--- src/rtl/pscg_defs.svh ---
// Purpose: offsets, fields and reset values of the power-saving clock block
// Assumes: 32-bit AHB-Lite word registers
// Notes: one macro per number
`ifndef PSCG_DEFS_SVH
`define PSCG_DEFS_SVH
`define PSCG_OFS_CLOCK_DIVIDER_REGISTER 4'h0
`define PSCG_OFS_GATE1 4'h4
`define PSCG_OFS_NEWSRC 4'h8
`define PSCG_OFS_STATUS 4'hC
`define PSCG_ROI_BIT 15
`define PSCG_RATIO_HI 14
`define PSCG_RATIO_LO 12
`define PSCG_DOZE_ENABLE_BIT_BIT 11
`define PSCG_NSRC_HI 10
`define PSCG_NSRC_LO 8
`define PSCG_CLOCK_DIVIDER_REGISTER_RST 16'h0000
`define PSCG_GATE1_RST 16'h0000
`define PSCG_GATE1_MASK 16'h3AA9
`define PSCG_NSRC_RST 3'h0
`define PSCG_RATIO_MAX 7'h7F
`define PSCG_GATE_DELAY 1
`define PSCG_HTRANS_NSEQ 2'h2
`endif

--- src/rtl/pscg_pkg.sv ---
// Purpose: types shared by the power-saving clock block
// Assumes: nothing beyond the defs header
// Notes: states are one-hot
package pscg_pkg;
    typedef enum logic [4:0] {
        PSCG_RUN = 5'b00001,
        PSCG_ENT_SLEEP = 5'b00010,
        PSCG_ENT_IDLE = 5'b00100,
        PSCG_SLEEP = 5'b01000,
        PSCG_IDLE = 5'b10000
    } pscg_state_t;
    typedef struct packed {
        logic valid;
        logic idle_sel;
    } pscg_psv_t;
    typedef struct packed {
        logic irq;
        logic wdt_timeout;
        logic wdt_en;
        logic fail_safe_clock_monitor_en;
        logic clksw_en;
        logic [2:0] cfg_src;
    } pscg_sys_t;
endpackage

--- src/rtl/pscg_top.sv ---
// Purpose: sleep, idle, doze and per-module clock gating
// Assumes: one 100 MHz clock; instruction cycle is one clock
// Notes: all side inputs come from same-clock logic
// Overview of operation
// RULE1: Sleep instruction stops system clock and CPU until a wake event.
// RULE2: Idle instruction stops CPU, system clock keeps feeding peripherals.
// RULE3: Enabled interrupt, watchdog time-out or reset ends Sleep or Idle.
// RULE4: Sleep turns off clock source; fail-safe monitor does not run.
// RULE5: Low-power RC runs in Sleep while watchdog is enabled.
// RULE6: Watchdog count cleared on entry to Sleep or Idle if enabled.
// RULE7: Sleep disables all system-clocked peripherals.
// RULE8: Wake from Sleep resumes on the clock source used at entry.
// RULE9: Idle keeps source on; RC on if watchdog or monitor enabled.
// RULE10: Idle wake reapplies CPU clock immediately.
// RULE11: Interrupt during entry is held, then wakes at once.
// RULE12: Doze slows only the CPU clock, peripherals keep full rate.
// RULE13: Doze acts only while doze enable bit 11 is set.
// RULE14: Ratio bits 14:12 pick 1:1 up to 1:128, default 1:1.
// RULE15: Recover bit 15 set makes interrupt return CPU to full speed.
// RULE16: Gate bit set stops module clock and its register access.
// RULE17: Module runs only if present and gate clear; gates reset enabled.
// RULE18: Gate change reaches the module one instruction cycle later.
// RULE19: Gate bits: 13,12,11 timers, 9 pulse, 7,5,3 serial, 0 converter.
// RULE20: Unused gate bits read zero and ignore writes.
// RULE21: New source writes ignored while clock switching disabled.
// RULE22: Doze divider counts system clocks, one CPU enable per period.
//
// Implementation choices: the register offsets and register access over AHB-Lite.
`timescale 1ns/1ps
`include "pscg_defs.svh"
module pscg_top #(
    parameter logic [15:0] PRESENT_MASK = `PSCG_GATE1_MASK
) (
    input wire logic I_CLK,
    input wire logic I_RST_B,
    input wire logic I_HSEL,
    input wire logic [31:0] I_HADDR,
    input wire logic [1:0] I_HTRANS,
    input wire logic I_HWRITE,
    input wire logic [2:0] I_HSIZE,
    input wire logic [31:0] I_HWDATA,
    input wire logic I_HREADY,
    output logic [31:0] O_HRDATA,
    output logic O_HREADYOUT,
    output logic O_HRESP,
    input wire pscg_pkg::pscg_psv_t I_PSV,
    input wire pscg_pkg::pscg_sys_t I_SYS,
    output logic O_CPU_CLK_EN,
    output logic O_SYS_CLK_EN,
    output logic O_LOW_POWER_RC_OSCILLATOR_EN,
    output logic O_FAIL_SAFE_CLOCK_MONITOR_RUN,
    output logic O_WDT_CLEAR,
    output logic O_WAKE,
    output logic [2:0] O_CLK_SRC,
    output logic [15:0] O_PERIPH_EN
);
    import pscg_pkg::*;

    pscg_state_t state_reg, state_next;
    logic [15:0] clock_divider_register_reg, clock_divider_register_next;
    logic [15:0] gate_reg, gate_next;
    logic [15:0] gate_dly_reg, gate_dly_next;
    logic [2:0] nsrc_reg, nsrc_next;
    logic [2:0] src_reg, src_next;
    logic [6:0] div_reg, div_next;
    logic held_irq_reg, held_irq_next;
    logic wdt_clr_reg, wdt_clr_next;
    logic wake_reg, wake_next;
    logic wr_pend_reg, wr_pend_next;
    logic [3:0] wr_addr_reg, wr_addr_next;
    logic [31:0] rdata_reg, rdata_next;
    logic addr_take, wake_evt, doze_on, cpu_tick;
    logic [6:0] ratio_top;

    // Ratio code to divider terminal count
    function automatic logic [6:0] ratio_to_top(input logic [2:0] code);
        ratio_to_top = `PSCG_RATIO_MAX >> (3'h7 - code);
    endfunction

    // Word-aligned register offset from byte address
    function automatic logic [3:0] word_ofs(input logic [31:0] addr);
        word_ofs = {addr[3:2], 2'h0};
    endfunction

    assign addr_take = I_HSEL && I_HREADY && I_HTRANS == `PSCG_HTRANS_NSEQ;
    // RULE3: wake sources
    assign wake_evt = I_SYS.irq || I_SYS.wdt_timeout || held_irq_reg;
    // RULE13: doze gated by enable bit
    assign doze_on = clock_divider_register_reg[`PSCG_DOZE_ENABLE_BIT_BIT];
    assign ratio_top = ratio_to_top(clock_divider_register_reg[`PSCG_RATIO_HI:`PSCG_RATIO_LO]);
    assign cpu_tick = (div_reg == 7'h00);

    // Power-save state machine
    always_comb begin
        state_next = state_reg;
        held_irq_next = 1'b0;
        wdt_clr_next = 1'b0;
        wake_next = 1'b0;
        case (state_reg)
            PSCG_RUN: begin
                if (I_PSV.valid) begin
                    // RULE6: clear watchdog on entry
                    wdt_clr_next = I_SYS.wdt_en;
                    state_next = I_PSV.idle_sel ? PSCG_ENT_IDLE : PSCG_ENT_SLEEP;
                end
            end
            PSCG_ENT_SLEEP: begin
                // RULE11: hold coincident interrupt
                held_irq_next = I_SYS.irq;
                state_next = PSCG_SLEEP;
            end
            PSCG_ENT_IDLE: begin
                held_irq_next = I_SYS.irq;
                state_next = PSCG_IDLE;
            end
            PSCG_SLEEP, PSCG_IDLE: begin
                // RULE10: resume at once on wake
                if (wake_evt) begin
                    wake_next = 1'b1;
                    state_next = PSCG_RUN;
                end
            end
            default: state_next = PSCG_RUN;
        endcase
    end

    always_ff @(posedge I_CLK or negedge I_RST_B) begin
        if (!I_RST_B) begin
            state_reg <= PSCG_RUN;
            held_irq_reg <= 1'b0;
            wdt_clr_reg <= 1'b0;
            wake_reg <= 1'b0;
        end else begin
            state_reg <= state_next;
            held_irq_reg <= held_irq_next;
            wdt_clr_reg <= wdt_clr_next;
            wake_reg <= wake_next;
        end
    end

    // Register file and bus slave, zero wait states
    always_comb begin
        clock_divider_register_next = clock_divider_register_reg;
        gate_next = gate_reg;
        nsrc_next = nsrc_reg;
        wr_pend_next = addr_take && I_HWRITE;
        wr_addr_next = addr_take ? word_ofs(I_HADDR) : wr_addr_reg;
        rdata_next = 32'h0000_0000;
        if (wr_pend_reg) begin
            if (wr_addr_reg == `PSCG_OFS_CLOCK_DIVIDER_REGISTER) begin
                clock_divider_register_next = {I_HWDATA[15:11], 11'h000};
            end else if (wr_addr_reg == `PSCG_OFS_GATE1) begin
                // RULE20: unused gate bits stay zero
                gate_next = I_HWDATA[15:0] & `PSCG_GATE1_MASK;
            end else if (wr_addr_reg == `PSCG_OFS_NEWSRC) begin
                // RULE21: source field locked by configuration
                if (I_SYS.clksw_en) begin
                    nsrc_next = I_HWDATA[`PSCG_NSRC_HI:`PSCG_NSRC_LO];
                end
            end
        end
        // RULE15: interrupt drops doze when recover bit set
        if (clock_divider_register_reg[`PSCG_ROI_BIT] && I_SYS.irq) begin
            clock_divider_register_next[`PSCG_DOZE_ENABLE_BIT_BIT] = 1'b0;
        end
        if (addr_take && !I_HWRITE) begin
            if (word_ofs(I_HADDR) == `PSCG_OFS_CLOCK_DIVIDER_REGISTER) begin
                rdata_next = {16'h0000, clock_divider_register_reg};
            end else if (word_ofs(I_HADDR) == `PSCG_OFS_GATE1) begin
                rdata_next = {16'h0000, gate_reg};
            end else if (word_ofs(I_HADDR) == `PSCG_OFS_NEWSRC) begin
                rdata_next = {21'h000000, nsrc_reg, 8'h00};
            end else if (word_ofs(I_HADDR) == `PSCG_OFS_STATUS) begin
                rdata_next = {24'h000000, src_reg, state_reg};
            end
        end
    end

    always_ff @(posedge I_CLK or negedge I_RST_B) begin
        if (!I_RST_B) begin
            clock_divider_register_reg <= `PSCG_CLOCK_DIVIDER_REGISTER_RST;
            gate_reg <= `PSCG_GATE1_RST;
            nsrc_reg <= `PSCG_NSRC_RST;
            wr_pend_reg <= 1'b0;
            wr_addr_reg <= 4'h0;
            rdata_reg <= 32'h0000_0000;
        end else begin
            clock_divider_register_reg <= clock_divider_register_next;
            gate_reg <= gate_next;
            nsrc_reg <= nsrc_next;
            wr_pend_reg <= wr_pend_next;
            wr_addr_reg <= wr_addr_next;
            rdata_reg <= rdata_next;
        end
    end

    // Clock source, doze divider and gate delay
    always_comb begin
        src_next = src_reg;
        // RULE8: source frozen outside run
        if (state_reg == PSCG_RUN) begin
            src_next = I_SYS.clksw_en ? nsrc_reg : I_SYS.cfg_src;
        end
        // RULE22: count system clocks per ratio period
        if (!doze_on || cpu_tick) begin
            div_next = doze_on ? ratio_top : 7'h00;
        end else begin
            div_next = div_reg - 7'h01;
        end
        // RULE18: one instruction cycle of delay
        gate_dly_next = gate_reg;
    end

    always_ff @(posedge I_CLK or negedge I_RST_B) begin
        if (!I_RST_B) begin
            src_reg <= `PSCG_NSRC_RST;
            div_reg <= 7'h00;
            gate_dly_reg <= `PSCG_GATE1_RST;
        end else begin
            src_reg <= src_next;
            div_reg <= div_next;
            gate_dly_reg <= gate_dly_next;
        end
    end

    // RULE1: CPU halted outside run
    // RULE12: doze thins only the CPU enable
    assign O_CPU_CLK_EN = (state_reg == PSCG_RUN) && (!doze_on || cpu_tick);
    // RULE2: idle keeps system clock
    // RULE4: sleep shuts the source
    assign O_SYS_CLK_EN = state_reg != PSCG_SLEEP;
    // RULE5: RC kept for watchdog in sleep
    // RULE9: RC kept for watchdog or monitor otherwise
    assign O_LOW_POWER_RC_OSCILLATOR_EN = I_SYS.wdt_en || (I_SYS.fail_safe_clock_monitor_en && state_reg != PSCG_SLEEP);
    // RULE4: monitor idle while source is off
    assign O_FAIL_SAFE_CLOCK_MONITOR_RUN = I_SYS.fail_safe_clock_monitor_en && state_reg != PSCG_SLEEP;
    // RULE7: sleep drops every module clock
    // RULE16: gated module loses clock and registers
    // RULE17: absent modules never enabled
    // RULE19: gate positions fixed by mask
    assign O_PERIPH_EN = (state_reg == PSCG_SLEEP) ? 16'h0000 : (PRESENT_MASK & `PSCG_GATE1_MASK & ~gate_dly_reg);
    assign O_WDT_CLEAR = wdt_clr_reg;
    assign O_WAKE = wake_reg;
    assign O_CLK_SRC = src_reg;
    assign O_HRDATA = rdata_reg;
    assign O_HREADYOUT = 1'b1;
    assign O_HRESP = 1'b0;
endmodule

--- config.mk ---
export PLATFORM = sky130hd
export DESIGN_NAME = pscg_top
export DESIGN_NICKNAME = d
export VERILOG_FILES = /design/src/rtl/pscg_pkg.sv /design/src/rtl/pscg_top.sv
export VERILOG_INCLUDE_DIRS = /design/src /design/src/rtl
export SDC_FILE = /design/constraint.sdc
export NUM_CORES = 1
export LEC_CHECK = 0
export ABC_AREA = 0
export BUFFER_PORTS_ARGS = -buffer_cell sky130_fd_sc_hd__buf_2
export CAP_MARGIN = 10
export CORE_MARGIN = 3
export CORE_UTILIZATION = 40
export DETAILED_ROUTE_END_ITERATION = 10
export GPL_ROUTABILITY_DRIVEN = 0
export PLACE_DENSITY_LB_ADDON = 0.08
export SLEW_MARGIN = 20
export SYNTH_ARGS = -nofsm -noshare
export SYNTH_HDL_FRONTEND = slang
export SYNTH_SLANG_ARGS = --single-unit
--- constraint.sdc ---
create_clock -name I_CLK -period 3.7 [get_ports I_CLK]
set_input_delay 0.37 -clock I_CLK [delete_from_list [all_inputs] [get_ports I_CLK]]
set_output_delay 0.37 -clock I_CLK [all_outputs]
set_load 0.005 [all_outputs]
==> metrics, run 1 <==
status completed; CTS H-Tree Depth 3; peak fanout along the critical path 7; post-CTS setup buffer count 0; Crit Path Class reg2out; Die W 88.66 microns; crit start category flip-flop; Leak 1.687 nW; Syn Inst Count 234; crit path DAT 1.85 ns; Vias/cell 4.782; Yosys reg bits 61; non-filler instance count after layout 385; DR pass1 iterations 4; Clock Path Buffers 2; highest clock rate 451.4 MHz; worst path required time 3.33 ns; area of the mapped netlist 2733 sq um; remaining antenna violation count after routing 0; cts-stage hold buffer count 0; Setup Slack @ Placement 1.832 ns; cell row count 29; PD cells 532.7 nW/um^2; # IOs 143; Worst Setup End Kind primary output; sequential area share after synthesis 55.91%; P&R area growth vs syn 18.41%; largest net degree at the start of global routing 43; RSZ-0062 raised after global routing no; starting density of the core 42.07%; Core Box Area 6495 sq um; Warnings, synthesis 0; Hold WC Path Type in2async; most common cell in the netlist dfrtp_1; Post-DP Area 3034 sq um; Finish-stage setup viols 0; post-CTS sizing 0; filler cell count 609; WL/cell 14.68 microns; Largest register FFs 16; Avg Inst Size Synth 11.68 sq um; worst-margin pin slew 0.9199 ns; Synth top cells by count dfrtp_1 (60), buf_4 (26), nor2_1 (21); share of cells above drive strength 1 35.39%; Max Cap Violations 0; die area 7860 sq um; post-synth top area share 54.95%; worst skew pair latency 0.33 ns; overall global routing resource usage 15.82%; max incr delay on CP 0.47 ns; DR vias 1841; ant diodes 0; final wirelength 5.653 mm; Tmin final 2.215 ns; PortBufs 63; clk_skew 0.01046 ns; CTS tree yes; worst setup margin 1.485 ns; post-synth top area cell dfrtp_1; Async S/R FF share, synth 100.0%; maximum vdd drop 0.0002744 V; Hold Violations, Final 0; distinct cell type count after synthesis 39; Worst-path clk slew 0.07 ns; clock sink count 61; Post-route DRC 0; remaining global-route overflow 0; design area 3236 sq um; initial antenna violation count 0; Post-synth EDFFs 0; Rel. slew slack 38.68%; CP max-delay cell dfrtp_1; global-route wire length before repair 9.114 mm; Final Max Slew Viols 0; Setup TNS Final 0 ns; most used cell, CP nor2b_1; DRT iter0 DRCs 54; final period utilization 59.87%; Synth area leaders dfrtp_1 (55%), mux2_2 (7.4%), buf_4 (7.1%); Clock Tree Root clkbuf_8; Primary FF master, synth dfrtp_1; CTS Buf Count 9; Die Y 88.66 microns; cells along the critical path nor2b_1, nor4b_4, nor2b_1, or2_2, buf_2; Placed Instances 369; Detailed Place HPWL 4.075 mm; vias in the first global route 1735; Nets 389
==> cells by family after synthesis <==
group | after synthesis | share of synthesized area, %
AND/OR/NAND/NOR | 75 | 16.48
flip-flops | 61 | 55.91
buffers and inverters | 37 | 8.699
multiplexers | 28 | 11.08
AO/OA/AOI/OAI | 24 | 5.037
XOR/XNOR | 5 | 1.603
adder cells (fa/ha/maj) | 2 | 0.9156
other | 2 | 0.2748
==> per-layer routing <==
layer | vias to the layer above | track usage, % | wire [microns]
met5 | - | 0 | 0
met2 | 67 | 23.21 | 2471
met3 | 6 | 4.376 | 307
li1 | 893 | - | -
met1 | 875 | 21.98 | 2810
met4 | 0 | 6.731 | 63
==> worst paths after layout <==
kind / start / end / slack [ns] / cells after the start
max in group asynchronous: I_RST_B / state_reg[0]$_DFFE_PN1P_ / 2.64 / 2
hold / removal: I_RST_B / O_HRDATA[4]$_DFF_PN0_ / 0.17 / 1
hold reg to reg: gate_dly_next[0]$_DFFE_PN0P_ / gate_dly_reg[0]$_DFF_PN0_ / 0.40 / 0
setup / recovery: state_reg[3]$_DFFE_PN0P_ / O_LOW_POWER_RC_OSCILLATOR_EN / 1.48 / 5
min in group I_CLK: I_PSV[0] / state_reg[1]$_DFFE_PN0P_ / 0.20 / 2
setup reg to reg: div_reg[3]$_DFF_PN0_ / div_reg[0]$_DFF_PN0_ / 1.95 / 4
==> stage by stage <==
stage                     hold WS [ns]  utilization (%)  total power (W)
after floorplan                0.07441                -         0.001039
after global placement          0.3753            46.72         0.001141
after detailed placement        0.3834            46.72         0.001146
after CTS                       0.1928            49.82         0.001742
after global routing            0.2001            49.82         0.001826
final                           0.1697            49.82         0.001723
==> cell type report <==
| class | instances | area, sq um | area share (%) |
|---|---|---|---|
| flip-flops and latches | 61 | 1528 | 47.22 |
| multi-input cells | 160 | 1057 | 32.68 |
| repair buffers | 65 | 330.3 | 10.21 |
| clock buffers | 11 | 141.4 | 4.370 |
| well taps | 77 | 96.34 | 2.978 |
| clock inverters | 5 | 60.06 | 1.856 |
| inverters | 6 | 22.52 | 0.6961 |
==> where the power goes <==
group          switching, W  internal [W]
Combinational      0.000158      0.000145
Clock              0.000265      0.000331
Sequential        0.0000869      0.000738
Total              0.000509       0.00121
==> critical path, delay by kind of cell, from the launching register on <==
kind	cells	cell delay, ns
DFF	1	0.47
and+or+nand+nor	4	0.92
buffers and inverters	1	0.12
==> placed cells by master, fill, tap and decap left out, drive strengths merged, types with 2 or more instances in the layout <==
cell     n
nor4     6
or2      2
buf     65
a311oi   2
nor2    21
ha       2
clkbuf  11
conb    26
nand4b   2
clkinv   3
or4      3
nor2b    4
or3      2
nor3     4
nand2   10
and3    10
inv      6
a21oi   11
o21ai    8
and2     5
xor2     2
mux2i   10
dfrtp   60
mux2    18
xnor2    3
(Power assumes the default switching activity.)
==> run 2, diff against run 1 <==
ABC_AREA = 1   (was 0)
clock period = 1.8 ns   (was 3.7 ns; I/O delays follow)
==> run 2 against run 1 <==
  * Combinational power rose to 3.7 times the previous value
  * Area after synthesis grew 5.2%
  * Clock skew fell by 0.0010 ns
  * Routed wire length is 9.8% higher
  * Global-route usage down 0.065 points
  * Sequential cell count did not move
  * Register-to-register slack worse by 1.5 ns
  * Synthesized cell count increased by 32%
  * Clock power is 110% higher
  * Cell area grew 7.3%
  * Via count increased by 19%
  * Power is 140% higher
  * Critical path type unchanged
  * Critical endpoint is now O_PERIPH_EN[0]
  * Largest power group unchanged
==> metrics, run 2 <==
Post-synth EDFFs 0 (unchanged); Worst Min Path Start I_HWDATA[3]; met2 WL 2.942 mm (+19%); starting density of the core 41.84% (-0.23 points); Clock Tree Root clkbuf_8; startpoint of the worst register-to-register path wr_addr_reg[3]$_DFFE_PN0P_; Worst-path clk slew 0.07 ns (about the same); commonest non-fill, non-tap cells in the layout buf_2 (63), dfrtp_1 (60), nand2_1 (54); global-route wire length before repair 10.21 mm (+12%); PD cells 1186 nW/um^2 (+120%); worst skew pair latency 0.34 ns (about the same); area of the mapped netlist 2874 sq um (+5.2%); Vias/cell 4.514 (-5.6%); Finish-stage setup viols 0 (unchanged); Hold Violations, Final 0 (unchanged); PnR Total Power 0.004116 W (+140%); largest net degree at the start of global routing 62 (+44%); most common cell in the netlist dfrtp_1; final wirelength 6.209 mm (+9.8%); worst path required time 1.62 ns (-1.71 ns); Syn Inst Count 310 (+32%); Die Y 90.77 microns (+2.4%); post-synth top area share 52.24% (-2.7 points); Warnings, synthesis 0 (unchanged); final period utilization 94.63%; Async S/R FF share, synth 100.0% (unchanged); remaining antenna violation count after routing 0 (unchanged); Yosys reg bits 61 (unchanged); largest family of logic cells by synthesized area simple AND/OR/NAND/NOR gates; Post-DP Area 3197 sq um (+5.4%); commonest non-fill, non-tap cell in the layout buf_2; XOR/XNOR Fraction of Synth Area 0.9142% (-0.69 points); Post-Synth Adder-Cell Area 0.8707% (-0.045 points); Synth top cells by count dfrtp_1 (60), nand2_1 (56), inv_1 (29); crit path DAT 1.52 ns (-0.33 ns); DR vias 2194 (+19%); Avg Inst Size Synth 9.271 sq um (-21%); Max Cap Violations 0 (unchanged); M1 WL 2.796 mm (-0.50%); WL/cell 12.78 microns (-13%); Synth area leaders dfrtp_1 (52%), buf_4 (7.3%), nand2_1 (7.3%); filler cell count 719 (+18%); simple-gate portion of the synthesized area 23.81% (+7.3 points); maximum vdd drop 0.0003829 V (+40%); proportion of synthesized area in mux cells 2.743% (-8.3 points); distinct cell type count after synthesis 33 (-15%); CTS Buf Count 9 (unchanged); # IOs 143 (unchanged); Primary FF master, synth dfrtp_1; share of cells above drive strength 1 30.26% (-5.1 points); status completed; DR pass1 iterations 4 (unchanged); Clock Path Buffers 2 (unchanged); Post-route DRC 0 (unchanged); Crit Path Class reg2out; remaining global-route overflow 0 (unchanged); initial antenna violation count 0 (unchanged); Core Box Area 6869 sq um (+5.8%); design area 3471 sq um (+7.3%); CTS H-Tree Depth 3 (unchanged); clk_skew 0.009412 ns (-0.001045 ns); Worst Setup End Kind primary output; cell row count 30 (+3.4%); post-synth top area cell dfrtp_1; P&R area growth vs syn 20.77%; Die W 90.77 microns (+2.4%); peak fanout along the critical path 9 (+2); highest clock rate 587.1 MHz; Detailed Place HPWL 4.438 mm (+8.9%); Final Max Slew Viols 0 (unchanged); die area 8238 sq um (+4.8%); Leak 1.840 nW (+9.0%); Hold WC Path Type in2reg; ant diodes 0 (unchanged); clock sink count 61 (unchanged); DRT iter0 DRCs 104 (+93%); RSZ-0062 raised after global routing no; Synth Area in Compound Gates 5.398% (+0.36 points); overall global routing resource usage 15.75% (-0.065 points); worst setup path start state_reg[4]$_DFFE_PN0P_; crit start category flip-flop; DR top layer met4; Met3 Routed Length 332 microns (+8.1%); Largest register FFs 16 (unchanged); sequential area share after synthesis 53.16% (-2.8 points); PortBufs 63 (unchanged); Setup TNS Final 0 ns (unchanged); vias in the first global route 2198 (+27%); Nets 471 (+21%); CTS tree yes; Tmin final 1.703 ns
[run 2: cell count changes after synthesis, moves of 5 or more]
cell / before / now
nand2_1: 9 / 56
nand3_1: 0 / 26
inv_1: 6 / 29
mux2_2: 18 / 6
and3_1: 10 / 0
mux2i_1: 10 / 0
o21ai_0: 8 / 17
and2_1: 5 / 0
nand4_1: 1 / 6
nor4_1: 5 / 0
[run 2: critical path, stage by stage, from the launching register on]
cell,delay [ns]
dfrtp_1,0.42
inv_2,0.13
nand2_1,0.12
nor3_4,0.18
buf_6,0.18
nor2_1,0.05
buf_2,0.12
[run 2: metrics by stage]
step | std cells | utilization [%] | setup WS, ns | hold slack (ns)
after floorplan | 334 | - | 0.5488 | -0.1156
after global placement | 463 | 46.54 | 0.2789 | 0.2170
after detailed placement | 463 | 46.54 | 0.2764 | 0.2244
after CTS | 481 | 49.91 | 0.01095 | 0.05267
after global routing | 486 | 50.53 | 0.01230 | 0.07355
final | 486 | 50.53 | 0.09670 | 0.06880
[run 2: cell families after synthesis]
kind of cell / count (synthesis)
adder cells (fa/ha/maj): 2
AND/OR/NAND/NOR: 137
flip-flops: 61
AO/OA/AOI/OAI: 31
other: 2
XOR/XNOR: 3
buffers and inverters: 67
multiplexers: 7
[run 2: report_power, final]
part / internal [W] / total (W) / switching (W) / leakage [nW]
logic: 0.000470 / 0.00113 / 0.000664 / 0.961
registers: 0.00157 / 0.00174 / 0.000168 / 0.783
clock network: 0.000716 / 0.00124 / 0.000526 / 0.0959
total: 0.00276 / 0.00412 / 0.00136 / 1.84
[run 2: per-layer routing]
layer  global-route usage [%]  vias to the layer above
met2                    24.71                       58
met3                    3.500                       14
met1                    20.19                     1029
met4                    8.546                        0
met5                        0                        -
li1                         -                     1093
[run 2: final cells by class]
class / count / area, sq um / share of cell area, %
flip-flops and latches: 61 / 1528 / 44.02
multi-input cells: 206 / 1079 / 31.07
inverters: 33 / 123.9 / 3.569
well taps: 96 / 120.1 / 3.461
clock inverters: 3 / 45.04 / 1.298
clock buffers: 13 / 158.9 / 4.578
repair buffers: 74 / 416.7 / 12.00
[run 2: path summary, 6_finish.rpt]
path / endpoint / slack, ns / cells after the start
min in group asynchronous: wr_addr_reg[2]$_DFFE_PN0P_ / 0.39 / 3
max: O_PERIPH_EN[0] / 0.1 / 6
max reg2reg: gate_dly_next[0]$_DFFE_PN0P_ / 0.48 / 4
max in group asynchronous: state_reg[0]$_DFFE_PN1P_ / 1.11 / 3
min reg2reg: gate_dly_reg[3]$_DFF_PN0_ / 0.40 / 0
min: gate_dly_next[3]$_DFFE_PN0P_ / 0.07 / 2
[run 2: repair_timing]
action	in CTS	in global routing
hold endpoints to repair	60	0
pin swaps	1	2
hold buffers	1	0
endpoints found under the setup margin	10	11
buffers inserted	1	5
resized for setup	3	4
==> run 3, diff against run 2 <==
ABC_AREA = not set   (was 1)
CTS_CLUSTER_DIAMETER = 80   (was not set)
==> run 3 against run 2 <==
  * Worst setup slack got worse by 0.066 ns
  * Die area fell by 4.6%
  * Sequential cell count stayed put
  * Cell count is 16% lower
  * Clock-buffer cell count shrank 1
  * Routed wire length shrank 5.3%
  * Clock power up 9.7%
  * Critical path type unchanged
  * Largest cell class unchanged
  * Largest power group unchanged
==> metrics, run 3 (synthesized netlist as in run 1, its figures left out) <==
status completed; startpoint of the worst register-to-register path state_reg[1]$_DFFE_PN0P_; P&R area growth vs syn 27.88%; starting density of the core 42.07% (+0.23 points); CP max-delay cell dfrtp_2; Post-route DRC 0 (unchanged); DRT iter0 DRCs 47 (-55%); cell row count 29 (-3.3%); Leak 1.822 nW (-0.94%); filler cell count 592 (-18%); final period utilization 98.28% (+3.7 points); Finish-stage setup viols 0 (unchanged); crit path DAT 1.59 ns (+0.07 ns); clock sink count 61 (unchanged); Worst Min Path Start I_HWRITE; Crit Path Class reg2out; die area 7860 sq um (-4.6%); DR pass1 iterations 4 (unchanged); met3 Use GR 3.631% (+0.13 points); Hold Path Sink O_HRDATA[9]$_DFF_PN0_; Fin Hold WS 0.05034 ns (-0.01846 ns); worst setup margin 0.03093 ns (-0.06576 ns); Core Box Area 6495 sq um (-5.4%); Die Y 88.66 microns (-2.3%); Hold Violations, Final 0 (unchanged); reg-to-reg endpoint state_reg[0]$_DFFE_PN1P_; GRT busiest layer met2; ant diodes 0 (unchanged); PortBufs 63 (unchanged); Detailed Place HPWL 4.203 mm (-5.3%); initial antenna violation count 0 (unchanged); Worst Setup End Kind primary output; FF-to-FF setup slack 0.09 ns (-0.39 ns); CTS H-Tree Depth 3 (unchanged); Worst path top cell family by delay simple AND/OR/NAND/NOR gates; clk_skew 0.007325 ns (-0.002088 ns); Die W 88.66 microns (-2.3%); Worst R2R Path Depth 5 (+1); Nets 411 (-13%); final wirelength 5.883 mm (-5.3%); share of cells above drive strength 1 41.82% (+12 points); area occupied by multi-input gates 1095 sq um (+1.5%); Vias/cell 4.769 (+5.6%); Hold WC Path Type in2reg; peak fanout along the critical path 3 (-6); worst skew pair latency 0.33 ns (about the same); worst path required time 1.62 ns (about the same); CTS tree yes; Placed Instances 374 (-19%); remaining global-route overflow 0 (unchanged); remaining antenna violation count after routing 0 (unchanged); Final Util 53.80% (+3.3 points); DR vias 1941 (-12%); PD cells 1103 nW/um^2 (-7.0%); Worst-path clk slew 0.07 ns (about the same); largest net degree at the start of global routing 33 (-47%); met1 global-route usage 20.49% (+0.29 points); non-filler instance count after layout 407 (-16%); Final Max Slew Viols 0 (unchanged); vias in the first global route 1839 (-16%); highest clock rate 565.3 MHz (-3.7%); overall global routing resource usage 15.50% (-0.25 points); commonest non-fill, non-tap cells in the layout buf_2 (62), dfrtp_1 (56), conb_1 (26); CTS Buf Count 9 (unchanged); design area 3495 sq um (+0.68%); Largest register FFs 16 (unchanged); Clock Tree Root clkbuf_8; GR Util met2 23.82% (-0.89 points); cells along the critical path nor2b_4, nor4b_4, nor2b_1, or2_4, buf_6; Hold Path Stages 2 (unchanged); max incr delay on CP 0.44 ns (+0.02 ns); Tmin final 1.769 ns (+0.06576 ns); WL/cell 14.45 microns (+13%); Post-DP Area 3084 sq um (-3.5%); Register Area 1533 sq um (+0.33%); Worst Path Buf+Inv 1 (-2); RSZ-0062 raised after global routing yes; Max Cap Violations 0 (unchanged); maximum vdd drop 0.0004761 V (+24%); Setup Slack @ Placement 0.1400 ns (-0.1364 ns); Clock Path Buffers 2 (unchanged); global-route wire length before repair 9.018 mm (-12%); commonest non-fill, non-tap cell in the layout buf_2; crit start category flip-flop; # IOs 143 (unchanged)
[run 3: layout make-up]
cell class,instances,area share (%)
clock inverter,4,2.005
timing repair buffer,87,14.97
multi-input combinational,160,31.33
sequential,61,43.86
inverter,6,0.6445
tap,77,2.757
clock buffer,12,4.440
[run 3: per-layer routing]
| layer | vias to the layer above | part of all wire [%] |
|---|---|---|
| li1 | 935 | - |
| met1 | 927 | 46 |
| met2 | 69 | 47 |
| met3 | 10 | 5.7 |
| met4 | 0 | 1.8 |
| met5 | - | 0 |
[run 3: worst max path at each step]
stage	startpoint	to	slack, ns	cells past startpoint
2_1_floorplan	div_reg[3]$_DFF_PN0_	div_reg[0]$_DFF_PN0_	0.18	4
3_3_place_gp	div_reg[1]$_DFF_PN0_	div_reg[0]$_DFF_PN0_	0.16	6
3_5_place_dp	div_reg[1]$_DFF_PN0_	div_reg[0]$_DFF_PN0_	0.14	6
4_1_cts	state_reg[1]$_DFFE_PN0P_	O_PERIPH_EN[11]	0.008	5
5_1_grt	state_reg[1]$_DFFE_PN0P_	O_LOW_POWER_RC_OSCILLATOR_EN	-0.06	5
6_report	state_reg[1]$_DFFE_PN0P_	O_LOW_POWER_RC_OSCILLATOR_EN	0.03	5
[run 3: timing repair]
action                                 in CTS  in global routing
setup buffers                               6                  9
setup endpoints to repair                  11                 11
cloned                                      0                  0
hold buffers                                2                  0
gates resized for setup                     6                  8
endpoints found under the hold margin      14                  0
pin swaps                                   0                  5
[run 3: metrics by stage]
stage | total power [W] | setup TNS (ns)
after floorplan | 0.002135 | 0
after global placement | 0.002381 | 0
after detailed placement | 0.002392 | 0
after CTS | 0.003809 | 0
after global routing | 0.004077 | -0.06483
final | 0.003855 | 0
[run 3: power by group]
part	leakage [nW]	internal [W]	switching [W]
registers	0.790	0.00152	0.000165
clock network	0.116	0.000851	0.000510
logic	0.916	0.000424	0.000383
total	1.82	0.00280	0.00106
